--- src/rtl/aarh_pkg.sv ---
// constants and types for the async alert reply handler
// Summary of operation
// - reply carries result in byte 1, tag in bytes 2-3, code in 4-6.
// - tag stays allocated after a reply; reused until a new configuration.
// - replies whose type, subtype, information differ from the outstanding alert are dropped.
// - replies not matching both tag and code of the queue head are dropped.
// - a matching reply pops the head and lets the next queued alert go out.
// - hardware fault alert is 06h/03h/00h and puts the port in wrap mode.
// - other warning alerts of type 06h leave mode unchanged; subtype sets info meaning.
// - recovery exit types 10h-19h go privileged; 13h+ local, 14h+ remote status.
// - types BCh-BFh are master only and never originated by the node.
// - region membership alert is C0h with subtype 00h or 01h, mode unchanged.
// - without matching reply within 500 ms the alert is resent, indefinitely.
// - one alert awaits a reply per port; the rest wait in a port queue.
// - a reply for a port with nothing pending is dropped and flagged on RPL_DROP_O.
package aarh_pkg;
    localparam logic [7:0] CODE_REPLY = 8'h07;
    localparam logic [7:0] RES_OK = 8'h00;
    localparam logic [7:0] RES_BAD = 8'hFF;
    localparam logic [7:0] TYPE_WARN = 8'h06;
    localparam logic [7:0] SUB_FAN = 8'h01;
    localparam logic [7:0] SUB_HWFAULT = 8'h03;
    localparam logic [7:0] TYPE_REC_LO = 8'h10;
    localparam logic [7:0] TYPE_REC_LOCAL = 8'h13;
    localparam logic [7:0] TYPE_REC_REMOTE = 8'h14;
    localparam logic [7:0] TYPE_REC_HI = 8'h19;
    localparam logic [7:0] TYPE_RSV_LO = 8'hBC;
    localparam logic [7:0] TYPE_RSV_HI = 8'hBF;
    localparam logic [7:0] TYPE_REGION = 8'hC0;
    localparam logic [7:0] BYTE_ZERO = 8'h00;
    localparam logic [2:0] REPLY_LAST = 3'h6;
    localparam logic [15:0] TAG_RST = 16'h0000;
    localparam longint CLK_HZ = 25000000;
    localparam longint RETRY_MS = 500;
    localparam int RETRY_CYC = int'(RETRY_MS * CLK_HZ / 1000);
    typedef enum logic [1:0] {
        MODE_UNCHANGED,
        MODE_WRAP,
        MODE_PRIV
    } aarh_mode_t;
    typedef enum logic [1:0] {
        RP_IDLE,
        RP_BODY,
        RP_SKIP
    } aarh_rp_t;
endpackage

--- src/rtl/aarh_top.sv ---
// alert queue, transmit scheduler, retry timer and reply checker
`timescale 1ns/10ps
`default_nettype none
module aarh_top #(
    parameter int NUM_PORTS = 2,
    parameter int QDEPTH = 4,
    parameter int RETRY_CYCLES = aarh_pkg::RETRY_CYC,
    localparam int PW = (NUM_PORTS > 1) ? $clog2(NUM_PORTS) : 1
) (
    input wire logic CORE_CLK_I,
    input wire logic SYS_RST_I,
    input wire logic CFG_VALID_I,
    input wire logic [PW-1:0] CFG_PORT_I,
    input wire logic [15:0] CFG_TAG_I,
    input wire logic ALERT_VALID_I,
    input wire logic [PW-1:0] ALERT_PORT_I,
    input wire logic [7:0] ALERT_TYPE_I,
    input wire logic [7:0] ALERT_SUB_I,
    input wire logic [7:0] ALERT_INFO_I,
    input wire logic [7:0] LOCAL_STATUS_I,
    input wire logic [7:0] REMOTE_STATUS_I,
    output logic ALERT_READY_O,
    output logic ALERT_REJECT_O,
    output logic MODE_VALID_O,
    output logic [PW-1:0] MODE_PORT_O,
    output var aarh_pkg::aarh_mode_t MODE_O,
    input wire logic RPL_VALID_I,
    input wire logic RPL_FIRST_I,
    input wire logic [7:0] RPL_BYTE_I,
    output logic RPL_DONE_O,
    output logic RPL_DROP_O,
    output logic [PW-1:0] RPL_PORT_O,
    output logic [7:0] RPL_RESULT_O,
    output logic TX_VALID_O,
    input wire logic TX_READY_I,
    output logic [PW-1:0] TX_PORT_O,
    output logic [15:0] TX_TAG_O,
    output logic [7:0] TX_TYPE_O,
    output logic [7:0] TX_SUB_O,
    output logic [7:0] TX_INFO_O,
    output logic [NUM_PORTS-1:0] PENDING_O
);
    import aarh_pkg::*;

    localparam int QW = $clog2(QDEPTH);
    localparam int CW = $clog2(QDEPTH + 1);
    localparam int TW = $clog2(RETRY_CYCLES + 1);

    // pointers wrap naturally, so both sizes must be powers of two
    if (NUM_PORTS < 2 || (NUM_PORTS & (NUM_PORTS - 1)) != 0) begin : g_chk_ports
        $error("NUM_PORTS must be a power of two, at least 2");
    end
    if (QDEPTH < 2 || (QDEPTH & (QDEPTH - 1)) != 0) begin : g_chk_depth
        $error("QDEPTH must be a power of two, at least 2");
    end
    if (RETRY_CYCLES < 2) begin : g_chk_retry
        $error("RETRY_CYCLES must be at least 2");
    end

    ////////////////////////////////////////////////////////////////////////
    // per-port state

    logic [23:0] q_mem [NUM_PORTS][QDEPTH];
    logic [QW-1:0] wptr_r [NUM_PORTS];
    logic [QW-1:0] rptr_r [NUM_PORTS];
    logic [CW-1:0] cnt_r [NUM_PORTS];
    logic [15:0] tag_r [NUM_PORTS];
    logic [15:0] head_tag_r [NUM_PORTS];
    logic [TW-1:0] tmr_r [NUM_PORTS];
    logic [NUM_PORTS-1:0] await_r;
    logic [NUM_PORTS-1:0] txd_r;
    logic [NUM_PORTS-1:0] pop;
    logic [NUM_PORTS-1:0] tmo;

    ////////////////////////////////////////////////////////////////////////
    // alert code shaping and acceptance

    logic [23:0] in_code;
    aarh_mode_t in_mode;
    logic in_bad;
    logic push;

    always_comb begin
        in_code = {ALERT_TYPE_I, ALERT_SUB_I, ALERT_INFO_I};
        in_mode = MODE_UNCHANGED;
        in_bad = (ALERT_TYPE_I >= TYPE_RSV_LO) && (ALERT_TYPE_I <= TYPE_RSV_HI);
        if (ALERT_TYPE_I == TYPE_WARN) begin
            if (ALERT_SUB_I == SUB_HWFAULT) begin
                in_code[7:0] = BYTE_ZERO;
                in_mode = MODE_WRAP;
            end else if (ALERT_SUB_I == SUB_FAN) begin
                in_code[7:0] = BYTE_ZERO;
            end
        end
        if (ALERT_TYPE_I >= TYPE_REC_LO && ALERT_TYPE_I <= TYPE_REC_HI) begin
            in_mode = MODE_PRIV;
            in_code[15:8] = (ALERT_TYPE_I >= TYPE_REC_LOCAL) ? LOCAL_STATUS_I : BYTE_ZERO;
            in_code[7:0] = (ALERT_TYPE_I >= TYPE_REC_REMOTE) ? REMOTE_STATUS_I : BYTE_ZERO;
        end
        if (ALERT_TYPE_I == TYPE_REGION) begin
            in_code[7:0] = BYTE_ZERO;
        end
    end

    // reserved codes are swallowed rather than stalled, so the source never hangs
    assign ALERT_READY_O = in_bad || (cnt_r[ALERT_PORT_I] != CW'(QDEPTH));
    assign push = ALERT_VALID_I && ALERT_READY_O && !in_bad;

    always_ff @(posedge CORE_CLK_I) begin
        if (SYS_RST_I) begin
            ALERT_REJECT_O <= 1'b0;
            MODE_VALID_O <= 1'b0;
            MODE_PORT_O <= '0;
            MODE_O <= MODE_UNCHANGED;
        end else begin
            ALERT_REJECT_O <= ALERT_VALID_I && in_bad;
            MODE_VALID_O <= push && (in_mode != MODE_UNCHANGED);
            if (push) begin
                MODE_PORT_O <= ALERT_PORT_I;
                MODE_O <= in_mode;
            end
        end
    end

    ////////////////////////////////////////////////////////////////////////
    // reply parser

    aarh_rp_t rp_st_r;
    logic [2:0] rp_idx_r;
    logic [47:0] rp_buf_r;
    logic eval_r;

    always_ff @(posedge CORE_CLK_I) begin
        if (SYS_RST_I) begin
            rp_st_r <= RP_IDLE;
            rp_idx_r <= 3'h0;
            eval_r <= 1'b0;
        end else begin
            eval_r <= 1'b0;
            if (RPL_VALID_I) begin
                if (RPL_FIRST_I) begin
                    rp_st_r <= (RPL_BYTE_I == CODE_REPLY) ? RP_BODY : RP_SKIP;
                    rp_idx_r <= 3'h1;
                end else begin
                    case (rp_st_r)
                        RP_BODY: begin
                            rp_idx_r <= rp_idx_r + 3'h1;
                            if (rp_idx_r == REPLY_LAST) begin
                                rp_st_r <= RP_IDLE;
                                eval_r <= 1'b1;
                            end
                        end
                        RP_IDLE, RP_SKIP: begin
                            rp_st_r <= rp_st_r;
                        end
                        default: begin
                            rp_st_r <= RP_IDLE;
                        end
                    endcase
                end
            end
        end
    end

    // result, tag high, tag low, type, subtype, information
    always_ff @(posedge CORE_CLK_I) begin
        if (SYS_RST_I) begin
            rp_buf_r <= '0;
        end else if (RPL_VALID_I && !RPL_FIRST_I && rp_st_r == RP_BODY) begin
            rp_buf_r <= {rp_buf_r[39:0], RPL_BYTE_I};
        end
    end

    ////////////////////////////////////////////////////////////////////////
    // reply check against queue heads

    logic hit;
    logic [PW-1:0] hit_port;

    always_comb begin
        hit = 1'b0;
        hit_port = '0;
        for (int p = NUM_PORTS - 1; p >= 0; p--) begin
            if (cnt_r[p] != '0 && txd_r[p] &&
                head_tag_r[p] == rp_buf_r[39:24] &&
                q_mem[p][rptr_r[p]] == rp_buf_r[23:0]) begin
                hit = 1'b1;
                hit_port = PW'(p);
            end
        end
        for (int p = 0; p < NUM_PORTS; p++) begin
            pop[p] = eval_r && hit && (hit_port == PW'(p));
        end
    end

    always_ff @(posedge CORE_CLK_I) begin
        if (SYS_RST_I) begin
            RPL_DONE_O <= 1'b0;
            RPL_DROP_O <= 1'b0;
            RPL_PORT_O <= '0;
            RPL_RESULT_O <= RES_OK;
        end else begin
            RPL_DONE_O <= eval_r && hit;
            RPL_DROP_O <= eval_r && !hit;
            if (eval_r && hit) begin
                RPL_PORT_O <= hit_port;
                RPL_RESULT_O <= rp_buf_r[47:40];
            end
        end
    end

    ////////////////////////////////////////////////////////////////////////
    // queues and tags

    always_ff @(posedge CORE_CLK_I) begin
        if (SYS_RST_I) begin
            for (int p = 0; p < NUM_PORTS; p++) begin
                wptr_r[p] <= '0;
                rptr_r[p] <= '0;
                cnt_r[p] <= '0;
            end
        end else begin
            for (int p = 0; p < NUM_PORTS; p++) begin
                if (push && ALERT_PORT_I == PW'(p)) begin
                    wptr_r[p] <= wptr_r[p] + 1'b1;
                end
                if (pop[p]) begin
                    rptr_r[p] <= rptr_r[p] + 1'b1;
                end
                if ((push && ALERT_PORT_I == PW'(p)) && !pop[p]) begin
                    cnt_r[p] <= cnt_r[p] + 1'b1;
                end else if (!(push && ALERT_PORT_I == PW'(p)) && pop[p]) begin
                    cnt_r[p] <= cnt_r[p] - 1'b1;
                end
            end
        end
    end

    // payload only, no reset needed
    always_ff @(posedge CORE_CLK_I) begin
        if (push) begin
            q_mem[ALERT_PORT_I][wptr_r[ALERT_PORT_I]] <= in_code;
        end
    end

    // a reply never frees the tag; only configuration replaces it
    always_ff @(posedge CORE_CLK_I) begin
        if (SYS_RST_I) begin
            for (int p = 0; p < NUM_PORTS; p++) begin
                tag_r[p] <= TAG_RST;
            end
        end else if (CFG_VALID_I) begin
            tag_r[CFG_PORT_I] <= CFG_TAG_I;
        end
    end

    ////////////////////////////////////////////////////////////////////////
    // transmit scheduler, lowest port first

    logic ld;
    logic [PW-1:0] ld_port;

    always_comb begin
        ld = 1'b0;
        ld_port = '0;
        for (int p = NUM_PORTS - 1; p >= 0; p--) begin
            if (cnt_r[p] != '0 && !await_r[p] && !pop[p]) begin
                ld = !TX_VALID_O;
                ld_port = PW'(p);
            end
        end
    end

    always_ff @(posedge CORE_CLK_I) begin
        if (SYS_RST_I) begin
            TX_VALID_O <= 1'b0;
            TX_PORT_O <= '0;
            TX_TAG_O <= TAG_RST;
            TX_TYPE_O <= BYTE_ZERO;
            TX_SUB_O <= BYTE_ZERO;
            TX_INFO_O <= BYTE_ZERO;
        end else if (ld) begin
            TX_VALID_O <= 1'b1;
            TX_PORT_O <= ld_port;
            TX_TAG_O <= tag_r[ld_port];
            {TX_TYPE_O, TX_SUB_O, TX_INFO_O} <= q_mem[ld_port][rptr_r[ld_port]];
        end else if (TX_VALID_O && TX_READY_I) begin
            TX_VALID_O <= 1'b0;
        end
    end

    ////////////////////////////////////////////////////////////////////////
    // outstanding flags and retry timers

    always_ff @(posedge CORE_CLK_I) begin
        if (SYS_RST_I) begin
            await_r <= '0;
            txd_r <= '0;
            for (int p = 0; p < NUM_PORTS; p++) begin
                head_tag_r[p] <= TAG_RST;
                tmr_r[p] <= '0;
            end
        end else begin
            for (int p = 0; p < NUM_PORTS; p++) begin
                if (pop[p] || tmo[p]) begin
                    await_r[p] <= 1'b0;
                end else if (ld && ld_port == PW'(p)) begin
                    await_r[p] <= 1'b1;
                    head_tag_r[p] <= tag_r[p];
                end
                // a stale send finishing as its entry pops must not mark the next one
                if (pop[p]) begin
                    txd_r[p] <= 1'b0;
                end else if (TX_VALID_O && TX_READY_I && TX_PORT_O == PW'(p)) begin
                    txd_r[p] <= 1'b1;
                end
                if (!await_r[p] || pop[p] || tmo[p]) begin
                    tmr_r[p] <= '0;
                end else if (!(TX_VALID_O && TX_PORT_O == PW'(p))) begin
                    tmr_r[p] <= tmr_r[p] + 1'b1;
                end
            end
        end
    end

    always_comb begin
        for (int p = 0; p < NUM_PORTS; p++) begin
            tmo[p] = await_r[p] && (tmr_r[p] == TW'(RETRY_CYCLES - 1));
            PENDING_O[p] = (cnt_r[p] != '0);
        end
    end
endmodule
`default_nettype wire

--- config.mk ---
export PLATFORM = sky130hd
export DESIGN_NAME = aarh_top
export DESIGN_NICKNAME = d
export VERILOG_FILES = /design/src/rtl/aarh_pkg.sv /design/src/rtl/aarh_top.sv
export SDC_FILE = /design/constraint.sdc
export NUM_CORES = 1
export LEC_CHECK = 0
export BUFFER_PORTS_ARGS = -buffer_cell sky130_fd_sc_hd__buf_2
export CAP_MARGIN = 20
export CORE_UTILIZATION = 50
export CTS_CLUSTER_DIAMETER = 120
export CTS_CLUSTER_SIZE = 12
export DETAILED_ROUTE_END_ITERATION = 12
export GPL_TIMING_DRIVEN = 0
export PLACE_DENSITY = 0.68
export SLEW_MARGIN = 20
export SYNTH_ARGS = -nofsm -noshare
export SYNTH_HDL_FRONTEND = slang
export SYNTH_SLANG_ARGS = --single-unit
--- constraint.sdc ---
create_clock -name CORE_CLK_I -period 6.05 [get_ports CORE_CLK_I]
set_input_delay 0.605 -clock CORE_CLK_I [delete_from_list [all_inputs] [get_ports CORE_CLK_I]]
set_output_delay 0.605 -clock CORE_CLK_I [all_outputs]
set_load 0.1 [all_outputs]
* After elaboration in Yosys (flattened, before gate mapping)
Memories as Yosys holds them, arrays and structs flattened. A register that Yosys moved wholly into a read port is not among the register bits.
Index checks and enable logic that the tools add are counted.
** Word-level totals
- Output and inout bits :: 61
- Word-level logic and storage cells :: 270
- Memories kept :: 7
- RAM bits :: 318
- Register bits after elaboration :: 100
** Cells by class
- Bitwise operators :: 24
- $lt $le $gt $ge :: 11
- $add $sub $neg :: 11
- Mux-type cells :: 109
- Equal/unequal tests :: 17
- Reductions and logical operators :: 70
** Memories
- q_mem :: depth 2, width 96, rd ports 3, clocked after memory_dff 0, wr ports 1, line aarh_top.sv:63 : logic [23:0] q_mem [NUM_PORTS][QDEPTH];
- tmr_r :: depth 2, width 24, rd ports 2, clocked after memory_dff 0, wr ports 2, line aarh_top.sv:69 : logic [TW-1:0] tmr_r [NUM_PORTS];
- head_tag_r :: depth 2, width 16, rd ports 2, clocked after memory_dff 0, wr ports 2, line aarh_top.sv:68 : logic [15:0] head_tag_r [NUM_PORTS];
- tag_r :: depth 2, width 16, rd ports 3, clocked after memory_dff 1, wr ports 2, line aarh_top.sv:67 : logic [15:0] tag_r [NUM_PORTS];
- cnt_r :: depth 2, width 3, rd ports 3, clocked after memory_dff 0, wr ports 2, line aarh_top.sv:66 : logic [CW-1:0] cnt_r [NUM_PORTS];
- rptr_r :: depth 2, width 2, rd ports 3, clocked after memory_dff 0, wr ports 2, line aarh_top.sv:65 : logic [QW-1:0] rptr_r [NUM_PORTS];
- +1 memories
** Operator list (count)
- two-way mux 24 bit :: 11
- binary-select mux 24 bit (select 2 bit) :: 3
- two-way mux 96 bit :: 1
- two-way mux 1 bit :: 67
- two-way mux 16 bit :: 4
- adder 24 x 1 -> 24 bit, second input constant :: 2
- demux 24 bit (select 2 bit) :: 1
- equality test 24 bit :: 2
- equality test 24 bit, second input constant :: 2
- two-way mux 8 bit :: 6
- logical AND 1 bit :: 38
- equality test 16 bit :: 2
- greater-or-equal comparator 8 x 5 -> 1 bit, second input constant :: 3
- two-way mux 2 bit :: 9
- two-way mux 3 bit :: 6
- equality test 8 x 3 -> 1 bit, second input constant :: 2
- OR reduction 16 bit :: 1
- bitwise OR 1 bit :: 14
- greater-or-equal comparator 3 bit, second input constant :: 4
- inverter 2 -> 3 bit :: 4
- logical NOT 1 bit :: 10
- OR reduction 2 bit :: 5
- adder 3 x 1 -> 3 bit, second input constant :: 3
- adder 2 x 1 -> 2 bit, second input constant :: 4
- other kinds (22) :: 38

* Longest topological paths before layout
Gate-level depths: netlist (run 1).
An unclocked memory read counts as a cell.
- Depth after elaboration :: 22
- Depth in mapped cells :: 16
- Gate-level depth less buffers :: 12

* Worst setup path after synthesis (run 1)
Ideal clock, no wire load.
- Path type :: flip-flop to flip-flop
- Start point :: memory rptr_r[0][1] in the netlist's numbering
- End point :: memory head_tag_r[0][0] (enable)
- Setup slack :: 1.807 ns
- Setup time :: 0.411 ns
- Cell stages (with the launch flop) :: 13
- Arrival time :: 3.832 ns
- Buffers on the path :: 5
- Data required time :: 5.639 ns
- Path through :: edfxtp_1 > buf_2 > clkbuf_1 > mux4_2 > xnor2_1 > nand4_1 > and4b_1 > and3_1 > clkbuf_1 > or2_2 > clkbuf_1 > clkbuf_1 > o21ai_0
** RTL lines (line)
- start: declaration :: aarh_top.sv:65
- end: declaration :: aarh_top.sv:68

==> impl_metrics.toml, run 1 <==
[floorplanning]
floorplan.die_area_um2 = 40900
floorplan.initialDensity_pct = 51.3
io_pins = 134
fp-row-count = 72
core_area_um2 = 39100
die_width_um = 202
die_height_um = 202

[yosys]
synth_fp_nets = 1699
syn_inst = 1618
synth_edf_count = 318
synth.top_cells.by_count = "318 x sky130_fd_sc_hd__edfxtp_1, 146 x sky130_fd_sc_hd__nand2_1, 127 x sky130_fd_sc_hd__nor2_1, 116 x sky130_fd_sc_hd__dfxtp_1"
ys_seq_elements = 434
synth_warnings = 0
post-synth-top-count-cell = "sky130_fd_sc_hd__edfxtp_1"
synth_area_leaders = "sky130_fd_sc_hd__edfxtp_1 48%, sky130_fd_sc_hd__dfxtp_1 12%, sky130_fd_sc_hd__mux2_2 3.9%"
synth_area_leader_cell = "sky130_fd_sc_hd__edfxtp_1"
synthesis.area_um2 = 20100
synth_sequential_area_ratio_pct = 59.2
synth.avg_cell_area_um2 = 12.4
async_flop_share_pct = 0
synthFlopType = "sky130_fd_sc_hd__edfxtp_1"
synthDistinctLibCells = 74
post-synth-top-area-fraction_pct = 47.6

[timing]
timing.clock.skew_ns = 0.0159
worst_relative_slew_slack_pct = 23.5
worstMarginPinSlew_ns = 1.15
finalHoldViolCount = 0
worst_slack_ns = 0.883
worst_hold_slack_ns = 0.285
maxSlewViolCount = 0
report.final.setup_viol = 0
rsz0062_at_grt = "no"
setup-tns-final_ns = 0
maxClockFrequency_mhz = 194
layout_worst_path_cycle_share_pct = 85.4
layout_min_cycle_time_ns = 5.17

[final_layout]
area_overhead_of_the_layout_relative_to_synthesis_pct = 14.1
post_route_cells_drive_above_1_share_pct = 19.6
antennaDiodeCount = 0
num-fill-cells = 3223
finish.utilization_pct = 58.5
ff_latch_area_um2 = 11900
multi_input_area_um2 = 7650
finalNetCount = 1899

[global_routing]
wire_length_of_the_first_global_routing_pass_um = 86400
grt_pass1_vias = 13900
initial_antenna_violation_count = 0
track_usage_pct = 28.5
grt_overflow = 0
grt_start_max_net_pins = 25

[drt]
overall_via_count_from_detail_route = 14200
drt.antenna.violating_nets = 0
drc = 0
viasPerCell = 5.98
initialDrtViolationCount = 1514
wl_per_cell_um = 24.5
postRouteWirelength_um = 57900
detailedRoute.firstPassIterationCount = 5

[clock_tree]
clock_insertion_delay_worst_skew_ns = 0.58
cts.path.max_buffers = 3
clock_tree.root_cell = "sky130_fd_sc_hd__clkbuf_16"
cts_resized = 0
postCtsHoldBufs = 0
cts_setup_buffers = 0
clkSinkCount = 434
tritoncts = "done"
htreeDepth = 2
clk_transition_reported_paths_ns = 0.06
tritoncts.num_buffers = 42

[place]
detailedPlacementHpwl_um = 42600
gp_congestion = 0.992
detailedPlace.worstSlack_ns = 1.07
io_buffers = 133

[worst_setup_path]
worstSetupStartpointType = "flop"
cp_data_arrival_time_ns = 5.61
critical_path.max_fanout = 10
worst_ep_required_time_ns = 6.49
timing_worst_setup_path_type = "reg2reg"
critical_path.endpoint_type = "flop"

[pwr]
net-switching-power_uw = 2510
seq_power_share_pct = 46.5
total_leakage_power_uw = 0.00806
total_power_uw = 7710
p_int_uw = 5190
areal_power_density_over_the_cells_nw_per_um2 = 337
power.switching_fraction_pct = 32.6
power_frac_clock_pct = 31.9
worst_ir_drop_vdd_uv = 265
combinationalPowerShare_pct = 21.6

[job]
max_cap_violations = 0

[run_status]
run_status = "complete, no violations"

[worst_hold_path]
hp-class = "in2reg"
-- final timing paths --
check        slack [ns]           from            to  depth (start not counted)
max                0.88   rptr_r[0][1]   TX_SUB_O[5]                         14
min                0.29  RPL_BYTE_I[1]   rp_buf_r[1]                          3
max reg2reg        0.88   rptr_r[0][1]   TX_SUB_O[5]                         14
min reg2reg        0.46   rp_buf_r[40]  rp_buf_r[40]                          2
-- metal layers --
layer  share of wire (%)  global-route usage (%)  wire length (um)  vias to the layer above
met5                   0                       0                 0                        -
met2                  44                    43.2             25600                      678
met4                 3.5                    10.1              2000                        0
met3                 9.9                    6.24              5710                      105
li1                    -                       -                 -                     6403
met1                  43                    40.5             24600                     6990
-- cell type report --
cell class	instances	area share (%)
Sequential cell	434	51.9
Multi-Input combinational cell	1059	33.4
Clock buffer	74	5.21
Timing Repair Buffer	156	3.95
Tap cell	518	2.83
Buffer	93	1.99
Inverter	32	0.525
Clock inverter	3	0.175
-- kinds of logic (layout without fill, tap and decap cells) --
logic type	Yosys count	in the layout	share of synthesized area (%)
adder cells (fa/ha/maj)	8	8	0.537
AO/OA/AOI/OAI	232	232	7.66
buffers and inverters	125	358	2.86
AND/OR/NAND/NOR	516	516	12.9
XOR/XNOR	130	130	5.68
multiplexers	173	173	11.2
flip-flops	434	434	59.2
-- sequential cells by signal (all words and copies together), names as in the netlist, 3 cells and up --
name,count
q_mem,192
rp_buf_r,48
tmr_r,48
head_tag_r,32
tag_r,32
TX_TAG_O,16
RPL_RESULT_O,8
TX_INFO_O,8
TX_SUB_O,8
TX_TYPE_O,8
cnt_r,6
rptr_r,4
wptr_r,4
rp_idx_r,3
-- through the flow --
stage | std cells | instance area, um^2
final | 2369 | 22900
after CTS | 2369 | 22900
after detailed placement | 2292 | 21600
after floorplan | 1618 | 20100
after global routing | 2369 | 22900
after global placement | 2269 | 21400
-- critical path: stages (launching register included) --
cell,delay (ns)
sky130_fd_sc_hd__edfxtp_1,0.31
sky130_fd_sc_hd__buf_2,0.33
sky130_fd_sc_hd__clkbuf_1,0.75
sky130_fd_sc_hd__mux4_2,0.47
sky130_fd_sc_hd__xnor2_1,0.21
sky130_fd_sc_hd__nand4_1,0.20
sky130_fd_sc_hd__and4b_1,0.37
sky130_fd_sc_hd__and3_1,0.17
sky130_fd_sc_hd__clkbuf_1,0.23
sky130_fd_sc_hd__or2_2,0.16
sky130_fd_sc_hd__clkbuf_1,0.49
sky130_fd_sc_hd__nor2_1,0.08
sky130_fd_sc_hd__o21ai_1,0.66
sky130_fd_sc_hd__buf_2,0.42
sky130_fd_sc_hd__o211ai_1,0.16
-- layout by cell type (no fill, tap or decap), drive strengths merged, types with 4 or more instances in the layout --
cell	n
xnor2	84
nor4	19
mux4	32
dfxtp	116
nand3	27
o211ai	25
edfxtp	318
a211oi	4
nor2b	4
mux2i	70
clkbuf	131
a22oi	10
and4b	4
and4	5
o21ai	32
mux2	71
o22ai	18
nor3b	5
nand2	146
nor3	16
or2	8
nand2b	6
inv	35
a32oi	24
a22o	9
ha	7
and3	14
buf	192
or4	5
xor2	46
nor2	127
a21oi	85
and2	66
nand4	47
-- power by group through the flow --
| stage | clock (uW) | sequential [uW] | combinational (uW) |
|---|---|---|---|
| 6_report | 2460 | 3580 | 1670 |
| 4_1_cts | 2470 | 3580 | 1660 |
| 3_3_place_gp | 0 | 3640 | 1620 |
| 5_1_grt | 2590 | 3600 | 1740 |
| 3_5_place_dp | 0 | 3640 | 1650 |
| 2_1_floorplan | 0 | 4150 | 653 |
Power figures use the tool's default switching activity.
==> inputs of run 2 (changes only) <==
--- a/config.mk
+++ b/config.mk
@@ -7,12 +7,12 @@
 export LEC_CHECK = 0
 export BUFFER_PORTS_ARGS = -buffer_cell sky130_fd_sc_hd__buf_2
 export CAP_MARGIN = 20
-export CORE_UTILIZATION = 50
+export CORE_UTILIZATION = 55
 export CTS_CLUSTER_DIAMETER = 120
 export CTS_CLUSTER_SIZE = 12
 export DETAILED_ROUTE_END_ITERATION = 12
 export GPL_TIMING_DRIVEN = 0
-export PLACE_DENSITY = 0.68
+export PLACE_DENSITY = 0.73
 export SLEW_MARGIN = 20
 export SYNTH_ARGS = -nofsm -noshare
 export SYNTH_HDL_FRONTEND = slang
==> run 2 against run 1 <==
Net effect:
- the run now ends with design-rule violations left
- worst setup slack lost 0.11 ns
- power is essentially flat
- flip-flop and latch count is the same
- sequential share of layout area grew 0.18 points
- wire length grew 1.6%
==> impl_metrics.toml, run 2 (synthesis results as in run 1) <==
[run_status]
run_status = "finished with violations"
violations = "design-rule violations"

[timing]
worst_hold_slack_ns = 0.304
worstMarginPinSlew_ns = 1.17
report.final.setup_viol = 0
layout_min_cycle_time_ns = 5.28
layout_worst_path_cycle_share_pct = 87.2
timing.clock.skew_ns = 0.0280
finalHoldViolCount = 0
rsz0062_at_grt = "no"
maxSlewViolCount = 0
maxClockFrequency_mhz = 190
worst_relative_slew_slack_pct = 22.1

[global_routing]
initial_antenna_violation_count = 0
grt_start_max_net_pins = 25
wire_length_of_the_first_global_routing_pass_um = 86300
grt_pass1_vias = 13900
grt_overflow = 0
track_usage_pct = 31.8

[drt]
initialDrtViolationCount = 1753
viasPerCell = 6.29
wl_per_cell_um = 25.5
postRouteWirelength_um = 58900
overall_via_count_from_detail_route = 14500
met3_length_um = 5650
highest_layer = "met4"
wl_met1_um = 24500
detailedRoute.firstPassIterationCount = 9
drc = 5
drt.antenna.violating_nets = 0
routed-wl-met2_um = 26800

[worst_setup_path]
critical_path.endpoint_type = "flop"
worstSetupStartpointType = "flop"
timing.critical_path.max_delay_family = "buffers and inverters"
cp_data_arrival_time_ns = 5.68
crit_path_max_incr_delay_ns = 0.73
setup.reg_to_reg.worst_slack_ns = 0.77
crit_buf_inv = 5
cp_cell_sequence = "buf_2 > clkbuf_1 > mux4_2 > xnor2_1 > and4_1 > o2111a_1 > and3_1 > clkbuf_1 > or2_2 > clkbuf_1 > nor2_1 > o21ai_1 > buf_2 > o211ai_1"
timing.critical_path.slowest_stage_cell = "sky130_fd_sc_hd__clkbuf_1"
worst_ep_required_time_ns = 6.45
rr_startpoint = "rptr_r[0][1]"
timing_worst_setup_path_type = "reg2reg"
worst-r2r-cell-count = 14
timing.critical_path.mode_cell = "sky130_fd_sc_hd__clkbuf_1"
r2r-end = "TX_SUB_O[5]"
critical_path.max_fanout = 10

[floorplanning]
core_area_um2 = 35700
fp-row-count = 69
die_height_um = 193
io_pins = 134
die_width_um = 193
floorplan.die_area_um2 = 37200
floorplan.initialDensity_pct = 56.1

[clock_tree]
clkSinkCount = 434
htreeDepth = 2
cts_setup_buffers = 0
clk_transition_reported_paths_ns = 0.07
clock_tree.root_cell = "sky130_fd_sc_hd__clkbuf_16"
cts_resized = 0
cts.path.max_buffers = 3
tritoncts = "done"
clock_insertion_delay_worst_skew_ns = 0.55
tritoncts.num_buffers = 42
postCtsHoldBufs = 0

[worst_hold_path]
worstHoldEndpoint = "rp_buf_r[2]"
whs_path_depth = 3
hp-start = "RPL_BYTE_I[2]"
hp-class = "in2reg"

[final_layout]
area_overhead_of_the_layout_relative_to_synthesis_pct = 13.7
most-common-layout-cells = "318 x sky130_fd_sc_hd__edfxtp_1, 154 x sky130_fd_sc_hd__buf_2, 146 x sky130_fd_sc_hd__nand2_1, 125 x sky130_fd_sc_hd__nor2_1, 116 x sky130_fd_sc_hd__dfxtp_1"
most_common_cell_after_layout_fill_and_taps_aside = "sky130_fd_sc_hd__edfxtp_1"
finish.utilization_pct = 63.8
largest_reg_flops = 192
post_route_cells_drive_above_1_share_pct = 19.5
finalNetCount = 1899
antennaDiodeCount = 0

[pwr]
worst_ir_drop_vdd_uv = 257
seq_power_share_pct = 46.5
areal_power_density_over_the_cells_nw_per_um2 = 338
combinationalPowerShare_pct = 21.8
total_leakage_power_uw = 0.00806
net-switching-power_uw = 2510
p_int_uw = 5180
power.switching_fraction_pct = 32.7
power_frac_clock_pct = 31.6

[place]
io_buffers = 133
gp_congestion = 1.00
detailedPlacementHpwl_um = 42600

[job]
max_cap_violations = 0
-- run 2: power groups by stage --
stage | registers, uW | logic (uW) | clock network (uW)
global placement | 3640 | 1620 | 0
global route | 3600 | 1740 | 2560
finish | 3580 | 1680 | 2440
CTS | 3580 | 1660 | 2450
floorplan | 4150 | 653 | 0
detailed placement | 3640 | 1650 | 0
-- run 2: worst max path at each step --
stage	start	cells after the start	slack (ns)	to
after floorplan	rptr_r[0][1]	12	1.81	head_tag_r[0][0]
after global placement	ALERT_TYPE_I[6]	5	-1.30	q_mem[0][90]
after detailed placement	rptr_r[1][1]	13	0.99	head_tag_r[0][28]
after CTS	rptr_r[1][1]	13	0.96	head_tag_r[0][26]
after global routing	rptr_r[1][1]	13	0.67	head_tag_r[0][26]
final	rptr_r[0][1]	14	0.77	TX_SUB_O[5]
-- run 2: layout make-up --
| class | count | area, um^2 |
|---|---|---|
| timing repair buffer | 156 | 916 |
| fill | 2753 | 12900 |
| sequential | 434 | 11900 |
| multi-input combinational | 1059 | 7650 |
| inverter | 32 | 120 |
| buffer | 93 | 454 |
| tap | 461 | 577 |
| clock buffer | 74 | 1190 |
| clock inverter | 2 | 20.0 |
-- run 2: per-layer routing --
| metal | up-vias | track usage [%] |
|---|---|---|
| met4 | 0 | 11.4 |
| met2 | 816 | 49.0 |
| li1 | 6403 | - |
| met5 | - | 0 |
| met1 | 7179 | 45.5 |
| met3 | 134 | 5.83 |
-- run 2: worst min-delay path, stage by stage --
cell and delay, ns:
sky130_fd_sc_hd__buf_2 0.11, sky130_fd_sc_hd__nand2_1 0.05, sky130_fd_sc_hd__a21oi_1 0.05
-- run 2: stage by stage --
stage | total power, uW | TNS, ns | cell area (um^2) | worst slack (ns) | std cells
CTS | 7690 | 0 | 22800 | 0.962 | 2311
detailed placement | 5290 | 0 | 21600 | 0.988 | 2235
global placement | 5260 | -53.91 | 21300 | -1.30 | 2212
global route | 7900 | 0 | 22800 | 0.670 | 2311
finish | 7700 | 0 | 22800 | 0.774 | 2311
floorplan | 4810 | 0 | 20100 | 1.81 | 1618
